$ cat config.mk
export PLATFORM = sky130hd
export DESIGN_NAME = sabu_core
export DESIGN_NICKNAME = d
export VERILOG_FILES = /design/src/logic/sabu_pkg.sv /design/src/logic/sabu_core.sv
export SDC_FILE = /design/constraint.sdc
export NUM_CORES = 1
export LEC_CHECK = 0
export BUFFER_PORTS_ARGS = -buffer_cell sky130_fd_sc_hd__clkbuf_2
export CAP_MARGIN = 20
export CORE_MARGIN = 2
export CORE_UTILIZATION = 35
export CTS_CLUSTER_SIZE = 40
export DETAILED_ROUTE_END_ITERATION = 10
export SLEW_MARGIN = 20
export SYNTH_ARGS = -nofsm -noshare
export SYNTH_HDL_FRONTEND = slang
export SYNTH_SLANG_ARGS = --single-unit
$ cat constraint.sdc
create_clock -name hclk -period 4.1 [get_ports hclk]
set_input_delay 0.82 -clock hclk [delete_from_list [all_inputs] [get_ports hclk]]
set_output_delay 0.82 -clock hclk [all_outputs]
set_load 0.03 [all_outputs]
$ cat src/logic/sabu_pkg.sv
// constants for the sequencer alu and branch unit
package sabu_pkg;
    localparam int DW = 8;
    localparam int AW = 10;
    localparam int STACK_DEPTH = 4;
    localparam int SPW = 2;
    // register byte offsets
    localparam logic [7:0] REG_CMD  = 8'h00;
    localparam logic [7:0] REG_SRC  = 8'h04;
    localparam logic [7:0] REG_ACC  = 8'h08;
    localparam logic [7:0] REG_IDX  = 8'h0c;
    localparam logic [7:0] REG_RES  = 8'h10;
    localparam logic [7:0] REG_STAT = 8'h14;
    localparam logic [7:0] REG_PC   = 8'h18;
    // command word fields
    localparam int CMD_OP_LSB  = 0;
    localparam int CMD_RET_BIT = 4;
    localparam int CMD_DST_BIT = 5;
    localparam int CMD_IMM_LSB = 8;
    localparam int CMD_NA_LSB  = 16;
    localparam int CMD_SH_LSB  = 28;
    // status fields
    localparam int ST_ZERO  = 0;
    localparam int ST_CARRY = 1;
    localparam int ST_DEPTH = 2;
    localparam int ST_TAKEN = 5;
    // opcodes
    localparam logic [3:0] OP_OR    = 4'h0;
    localparam logic [3:0] OP_AND   = 4'h1;
    localparam logic [3:0] OP_XOR   = 4'h2;
    localparam logic [3:0] OP_ADD   = 4'h3;
    localparam logic [3:0] OP_ADC   = 4'h4;
    localparam logic [3:0] OP_ROTATE_LEFT   = 4'h5;
    localparam logic [3:0] OP_JUMP_ALWAYS   = 4'h8;
    localparam logic [3:0] OP_JUMP_IF_CARRY = 4'h9;
    localparam logic [3:0] OP_JNC   = 4'ha;
    localparam logic [3:0] OP_CALL  = 4'hb;
    localparam logic [3:0] OP_XJNZ  = 4'hc;
    localparam logic [3:0] OP_AJNZ  = 4'hd;
    localparam logic [3:0] OP_XJZ   = 4'he;
    localparam logic [3:0] OP_AJZ   = 4'hf;
    // reset values and the nonseq transfer code
    localparam logic [7:0]  RST_BYTE = 8'h00;
    localparam logic [9:0]  RST_PC   = 10'h000;
    localparam logic [31:0] RST_WORD = 32'h0000_0000;
    localparam logic [1:0]  HTRANS_NONSEQ = 2'h2;
endpackage

$ cat src/logic/sabu_core.sv
// sequencer alu and branch unit behind an ahb-lite register slave
// Notes on behaviour
// RULE1 - OR gives source OR operand into the destination
// RULE2 - AND gives source AND operand
// RULE3 - XOR gives source XOR operand
// RULE4 - logic and add ops use accumulator when immediate is zero, else immediate
// RULE5 - OR, AND, XOR and or-immediate keep carry unchanged
// RULE6 - ADD ignores the incoming carry
// RULE7 - add-with-carry adds the current carry in
// RULE8 - both adds set carry on overflow, clear it otherwise
// RULE9 - or-immediate always uses the immediate, even zero
// RULE10 - or-immediate writes its result into the index register
// RULE11 - rotate left by shift amount, carry updated
// RULE12 - every alu op updates zero from its result
// RULE13 - jump always loads the next-address field
// RULE14 - jump-if-zero branches when own result is zero, else sequential
// RULE15 - jump-if-not-zero branches when own result non-zero, else sequential
// RULE16 - zero branches test this command's result, not the old flag
// RULE17 - jump-if-carry branches when carry set, else sequential
// RULE18 - carry branches test carry left by an earlier command
// RULE19 - jump-if-not-carry branches when carry clear, else sequential
// RULE20 - call pushes current address plus one, then jumps
// RULE21 - return pops the stack top and continues there
// RULE22 - return bit set returns after the command's other work; a taken branch wins and nothing is popped
// RULE23 - opcode map 0..5 alu, 6..7 reserved, 8..15 branch forms
// RULE24 - data path and flags eight bits, carry out of the top bit
// RULE25 - with no branch and no return, program counter advances by one
//
// Local design decisions: the AHB-Lite register port and the address map.
module sabu_core
    import sabu_pkg::*;
(
    // clock and reset
    input  wire logic          hclk,
    input  wire logic          hresetn,
    // ahb-lite slave
    input  wire logic          hsel,
    input  wire logic [31:0]   haddr,
    input  wire logic [1:0]    htrans,
    input  wire logic          hwrite,
    input  wire logic [2:0]    hsize,
    input  wire logic          hready,
    input  wire logic [31:0]   hwdata,
    output logic      [31:0]   hrdata,
    output logic               hreadyout,
    output logic               hresp,
    // sequencer state
    output logic      [AW-1:0] prog_addr,
    output logic               zero_flag,
    output logic               carry_flag
);

    logic [31:0]   cmd_r;
    logic [DW-1:0] src_r;
    logic [DW-1:0] acc_r;
    logic [DW-1:0] idx_r;
    logic [DW-1:0] res_r;
    logic          zero_r;
    logic          carry_r;
    logic          taken_r;
    logic [AW-1:0] pc_r;
    logic [AW-1:0] stack_r [STACK_DEPTH];
    logic [SPW:0]  depth_r;
    logic          wr_pend_r;
    logic [7:0]    waddr_r;
    logic [31:0]   rdata_r;
    logic          hresetn_q;

    // bus decode
    wire        acc_req  = hsel && hready && htrans[1];
    wire        rd_req   = acc_req && !hwrite;
    wire [7:0]  a_off    = {haddr[7:2], 2'b00};
    wire        exec     = wr_pend_r && (waddr_r == REG_CMD);
    wire        wr_src   = wr_pend_r && (waddr_r == REG_SRC);
    wire        wr_acc   = wr_pend_r && (waddr_r == REG_ACC);
    wire        wr_idx   = wr_pend_r && (waddr_r == REG_IDX);
    wire        wr_pc    = wr_pend_r && (waddr_r == REG_PC);

    // command fields
    wire [3:0]    op     = hwdata[CMD_OP_LSB +: 4];
    wire          ret_b  = hwdata[CMD_RET_BIT];
    wire          dst_a  = hwdata[CMD_DST_BIT];
    wire [DW-1:0] imm    = hwdata[CMD_IMM_LSB +: DW];
    wire [AW-1:0] na     = hwdata[CMD_NA_LSB +: AW];
    wire [2:0]    sh     = hwdata[CMD_SH_LSB +: 3];

    // opcode decode
    wire f_or   = (op == OP_OR);
    wire f_and  = (op == OP_AND) || (op == OP_AJNZ) || (op == OP_AJZ);     // RULE23
    wire f_xor  = (op == OP_XOR) || (op == OP_XJNZ) || (op == OP_XJZ);     // RULE23
    wire f_add  = (op == OP_ADD);
    wire f_adc  = (op == OP_ADC);
    wire f_rot  = (op == OP_ROTATE_LEFT);
    wire f_orimm = (op[3:2] == 2'b10);                                     // RULE23
    wire fmt3   = op[3];
    wire valid  = !(op == 4'h6 || op == 4'h7);                             // RULE23

    // operand select and arithmetic
    wire [DW-1:0] opnd   = (imm == RST_BYTE) ? acc_r : imm;                // RULE4
    wire          cin    = f_adc ? carry_r : 1'b0;                         // RULE6 RULE7
    wire [DW:0]   sum    = {1'b0, src_r} + {1'b0, opnd} + {{DW{1'b0}}, cin}; // RULE24
    wire [2*DW-1:0] dbl  = {src_r, src_r} << sh;
    wire [DW-1:0] rot    = dbl[2*DW-1:DW];                                 // RULE11

    wire [DW-1:0] res    = f_and ? (src_r & opnd) :                        // RULE2
                           f_xor ? (src_r ^ opnd) :                        // RULE3
                           f_orimm ? (src_r | imm) :                       // RULE9
                           (f_add || f_adc) ? sum[DW-1:0] :
                           f_rot ? rot :
                           (src_r | opnd);                                 // RULE1
    wire          res_z  = (res == RST_BYTE);                              // RULE12 RULE16
    wire          carry_nxt = (f_add || f_adc) ? sum[DW] :                 // RULE8
                              f_rot ? rot[0] :                             // RULE11
                              carry_r;                                     // RULE5

    // branch decision
    wire j_now = (op == OP_JUMP_ALWAYS) || (op == OP_CALL);                // RULE13
    wire j_c   = (op == OP_JUMP_IF_CARRY) && carry_r;                      // RULE17 RULE18
    wire j_nc  = (op == OP_JNC) && !carry_r;                               // RULE19 RULE18
    wire j_z   = ((op == OP_XJZ) || (op == OP_AJZ)) && res_z;              // RULE14
    wire j_nz  = ((op == OP_XJNZ) || (op == OP_AJNZ)) && !res_z;           // RULE15
    wire taken = j_now || j_c || j_nc || j_z || j_nz;
    wire push  = (op == OP_CALL);
    wire pop   = ret_b && !taken && (depth_r != '0);
    wire [SPW-1:0] top    = SPW'(depth_r - 1'b1);
    wire [AW-1:0]  pc_inc = pc_r + 1'b1;
    wire [AW-1:0]  pc_nxt = taken ? na :                                   // RULE13
                            ret_b ? stack_r[top] :                         // RULE21 RULE22
                            pc_inc;                                        // RULE25

    // read mux
    wire [31:0] stat_w = {26'h0, taken_r, depth_r, carry_r, zero_r};
    wire [31:0] rd_mux = (a_off == REG_CMD)  ? cmd_r :
                         (a_off == REG_SRC)  ? {24'h0, src_r} :
                         (a_off == REG_ACC)  ? {24'h0, acc_r} :
                         (a_off == REG_IDX)  ? {24'h0, idx_r} :
                         (a_off == REG_RES)  ? {24'h0, res_r} :
                         (a_off == REG_STAT) ? stat_w :
                         (a_off == REG_PC)   ? {22'h0, pc_r} :
                         RST_WORD;

    // bus pipeline
    always_ff @(posedge hclk or negedge hresetn)
    begin
        if (!hresetn)
        begin
            wr_pend_r <= 1'b0;
            waddr_r   <= RST_BYTE;
            rdata_r   <= RST_WORD;
        end
        else
        begin
            wr_pend_r <= acc_req && hwrite;
            waddr_r   <= a_off;
            if (rd_req)
                rdata_r <= rd_mux;
        end
    end

    // software loaded registers and results
    always_ff @(posedge hclk or negedge hresetn)
    begin
        if (!hresetn)
        begin
            cmd_r   <= RST_WORD;
            src_r   <= RST_BYTE;
            acc_r   <= RST_BYTE;
            idx_r   <= RST_BYTE;
            res_r   <= RST_BYTE;
            zero_r  <= 1'b0;
            carry_r <= 1'b0;
            taken_r <= 1'b0;
        end
        else
        begin
            if (wr_src)
                src_r <= hwdata[DW-1:0];
            if (wr_acc)
                acc_r <= hwdata[DW-1:0];
            else if (exec && valid && !fmt3 && dst_a)
                acc_r <= res;
            if (wr_idx)
                idx_r <= hwdata[DW-1:0];
            else if (exec && fmt3)
                idx_r <= res;                                              // RULE10
            if (exec)
            begin
                cmd_r   <= hwdata;
                taken_r <= taken;
            end
            if (exec && valid)
            begin
                res_r   <= res;
                zero_r  <= res_z;                                          // RULE12
                carry_r <= carry_nxt;                                      // RULE5 RULE8
            end
        end
    end

    // program counter and return stack
    always_ff @(posedge hclk or negedge hresetn)
    begin
        if (!hresetn)
        begin
            pc_r    <= RST_PC;
            depth_r <= '0;
        end
        else if (wr_pc)
            pc_r <= hwdata[AW-1:0];
        else if (exec)
        begin
            pc_r <= pc_nxt;
            if (push && depth_r != (SPW+1)'(STACK_DEPTH))
                depth_r <= depth_r + 1'b1;                                 // RULE20
            else if (pop)
                depth_r <= depth_r - 1'b1;                                 // RULE21
        end
    end

    generate
        for (genvar i = 0; i < STACK_DEPTH; i++)
        begin : g_stack
            always_ff @(posedge hclk or negedge hresetn)
            begin
                if (!hresetn)
                    stack_r[i] <= RST_PC;
                else if (exec && push && depth_r == (SPW+1)'(i))
                    stack_r[i] <= pc_inc;                                  // RULE20
            end
        end
    endgenerate

    assign hrdata     = rdata_r;
    assign hreadyout  = hresetn_q;
    assign hresp      = 1'b0;
    assign prog_addr  = pc_r;
    assign zero_flag  = zero_r;
    assign carry_flag = carry_r;

    // ready flop: zero wait states once out of reset
    always_ff @(posedge hclk or negedge hresetn)
    begin
        if (!hresetn)
            hresetn_q <= 1'b0;
        else
            hresetn_q <= 1'b1;
    end
endmodule // sabu_core

==> flow_summary.toml <==
[critical_path]
start_kind = "primary input"
crit_buf_inv = 3
crit_chain = "buf_6, or4_4, nor4_4, nor2b_4, a21o_1, inv_2, fa_2, inv_2, fa_1, a211oi_2, o22ai_1, o31ai_2, nand2_1, nand4b_4, o31a_1, a21oi_2, mux2_4, a211o_1"
path_class = "primary input to flip-flop"
worst_path_most_repeated_cell = "inv_2"
crit_required_ps = 4420
crit_slowest_cell = "or4_4"
critical_path.endpoint_type = "flip-flop"
cp_top_family = "compound AO/OA/AOI/OAI gates"
r2r_start = "acc_r[0]$_DFFE_PN0P_"
critPathLaunch = "hwdata[12]"
cp.arrival_ps = 4710
crit_path_max_incr_delay_ps = 540
path_max_fanout = 2

[routing]
postRouteAntennaNets = 0
wl_per_cell_um = 19.72
firstDrtPassIters = 5
drt_iter0_markers = 727
drc_errors = 0
wl_met2_mm = 12.41
via_count = 7614
routed_via_density = 5.513
wirelength_mm = 27.23
m1WireLength_mm = 12.21
met3_length_mm = 1.998
highest_layer = "met4"

[timing]
clock.fmax_ghz = 0.2275
skew_ps = 8.187
setup_violations = 14
layout_min_cycle_time_ps = 4396
relSlewSlack = 0.3900
worst_slack_ps = -295.7
tightest_slew_ps = 909.5
fin_hold_ws_ps = 366.6
rsz0062_at_grt = "true"
finalCritPeriodShare = 1.072
drv_slew = 0
hold_viol = 0
fin_setup_tns_ps = -2940

[floorplanning]
chipWidth_um = 162.8
core_mm2 = 0.02496
start_util = 0.3535
num_rows = 58
die_area_mm2 = 0.02650
num_io_pins = 120
die_h_um = 162.8

[synthesis]
synth_fp_nets = 1003
synth_cell_types = 83
netlist_top_cells_area = "dfrtp_1 45%, nand2_1 8.0%, o21ai_0 4.9%, mux4_2 4.6%, ha_1 3.3%"
synth_area_per_cell_um2 = 9.762
synthFlopType = "dfrtp_1"
ys_ff_latch = 160
synth_area_mm2 = 0.008825
synth-edff-count = 0
ys_async_sr_fraction = 1.000
synth_top_area_frac = 0.4537
ys.warnings.count = 0
ys_seq_area_frac = 0.4537
netlist_instances = 904
synth_largest_area_cell = "dfrtp_1"

[global_routing]
grt-ovfl-total = 0
grt_pass1_vias = 7571
antenna_found_initial = 0
grt.total_usage = 0.2102
grt_pass1_wl_mm = 42.93
grt_max_degree = 69

[finish]
layout-drive-gt1-share = 0.2607
diodes = 0
fin_area_mm2 = 0.01077
nets = 1137
area_growth_pct = 22.03

[placed_design]
dpl.hpwl_mm = 19.49
port_buffers = 88
placed_area_mm2 = 0.009937
gp_congestion = 0.9188

[status]
violations = "setup timing"
outcome = "finished with violations"

[clocking]
cts_root_buffer = "clkbuf_16"
cts_buffer_depth = 2
htree_levels = 4
clock-sinks = 160
cts_buffers = 17
tritoncts = "built"
clock_latency_ps = 430
clk_pin_slew_ps = 70
holdBufCountCts = 0

[flow_run]
maxCapViolCount = 0

[hold_path]
hp-class = "primary input to asynchronous set/reset pin"

[power]
power.leakage_nw = 4.965
powerDensity_mw_per_mm2 = 377.5
vdd_ir_drop_max_v = 0.0002962
final cells by class:
class	instances	area, um^2
flip-flops and latches	160	4004
clock buffers	21	470.5
multi-input cells	663	4514
inverters	27	101.3
repair buffers	169	1089
fillers	2466	14190
well taps	330	412.9
clock inverters	11	177.7
where the power goes:
| group | leakage, nW | switching [W] | internal (W) |
|---|---|---|---|
| Combinational | 2.68 | 0.000375 | 0.000241 |
| Sequential | 1.97 | 0.0000714 | 0.00164 |
| Clock | 0.312 | 0.000660 | 0.00108 |
| Total | 4.97 | 0.00111 | 0.00296 |
cells in the final DEF (no fill, tap or decap), types with 4 or more instances in the layout:
cell type / synthesis / layout
a21o_1: 11 / 11
mux2_2: 12 / 12
a22oi_1: 28 / 28
bufinv_16: 0 / 4
xor2_1: 9 / 9
dfrtp_1: 160 / 160
nand3_1: 16 / 16
o22ai_1: 14 / 14
nor2b_1: 8 / 7
a31oi_1: 4 / 4
clkbuf_2: 0 / 85
mux2i_1: 19 / 18
clkbuf_16: 0 / 17
nor3_1: 10 / 9
o21ai_0: 87 / 84
nor2_1: 37 / 37
and3_1: 5 / 5
mux4_2: 18 / 18
a211oi_1: 6 / 5
a22o_1: 24 / 24
inv_1: 27 / 25
nand2_1: 189 / 189
a21oi_1: 19 / 19
ha_1: 23 / 22
a221oi_1: 7 / 6
o32ai_1: 4 / 4
o21ai_1: 18 / 19
nand2b_1: 9 / 9
buf_4: 2 / 79
cell usage after synthesis (all sizes together) (3+ instances only):
master and n:
a211oi 6, a21o 12, a21oi 20, a221o 3, a221oi 7, a22o 24, a22oi 28, a31oi 4
and2 3, and3 6, buf 17, clkbuf 38, dfrtp 160, ha 23, inv 27, mux2 14
mux2i 19, mux4 18, nand2 190, nand2b 9, nand3 16, nand3b 3, nand4 3, nor2 38
nor2b 8, nor3 10, nor3b 4, nor4 4, o211ai 3, o21ai 106, o221ai 3, o22ai 14
o31a 3, o32a 4, o32ai 4, or2 3, or3 5, xnor2 3, xor2 9
through the flow:
stage,total power (W),worst slack [ps],cells,util
after floorplan,0.002060,-659.0,904,-
final,0.004065,-295.7,1381,0.4314
after CTS,0.004087,-450.6,1383,0.4300
after global placement,0.002319,-845.1,1336,0.3978
after global routing,0.004224,-488.1,1381,0.4314
after detailed placement,0.002326,-939.0,1336,0.3981
registers in the layout, indices dropped and copies added (netlist names):
signal      count
cmd_r          32
taken_r         1
waddr_r         6
wr_pend_r       1
src_r           8
stack_r        40
hrdata         32
zero_flag       1
prog_addr      10
hreadyout       1
depth_r         3
res_r           8
acc_r           8
idx_r           8
carry_flag      1
final timing paths:
path / end / slack, ps / cells past startpoint
hold reg to reg: stack_r[24]$_DFFE_PN0P_ / 470 / 2
hold / removal: stack_r[14]$_DFFE_PN0P_ / 370 / 1
min in group hclk: stack_r[24]$_DFFE_PN0P_ / 470 / 2
setup reg to reg: depth_r[1]$_DFFE_PN0P_ / 530 / 16
setup / recovery: depth_r[1]$_DFFE_PN0P_ / -300 / 18
max in group asynchronous: stack_r[29]$_DFFE_PN0P_ / 2800 / 2
kinds of logic (layout without fill, tap and decap cells):
group	Yosys count	after routing	share of synthesized area
simple gates	315	316	0.1650
xor+xnor	12	12	0.01191
buf+inv	82	228	0.04891
flops	160	160	0.4537
other cells	2	2	0.0008510
fa+ha+maj	26	26	0.03828
mux	51	51	0.08535
compound gates	256	256	0.1959
layer usage:
layer  global-route usage  up-vias
met5                    0        -
met1               0.2894     3738
met4              0.06516        0
li1                     -     3537
met3              0.04431       48
met2               0.3328      291
repair_timing:
| action | 4_1_cts | 5_1_grt |
|---|---|---|
| gates resized for setup | 8 | 9 |
| cloned | 0 | 1 |
| pin swaps | 13 | 8 |
| endpoints found under the setup margin | 14 | 18 |
| setup buffers | 15 | 6 |
Note: power is estimated with default switching activity, not from simulation.
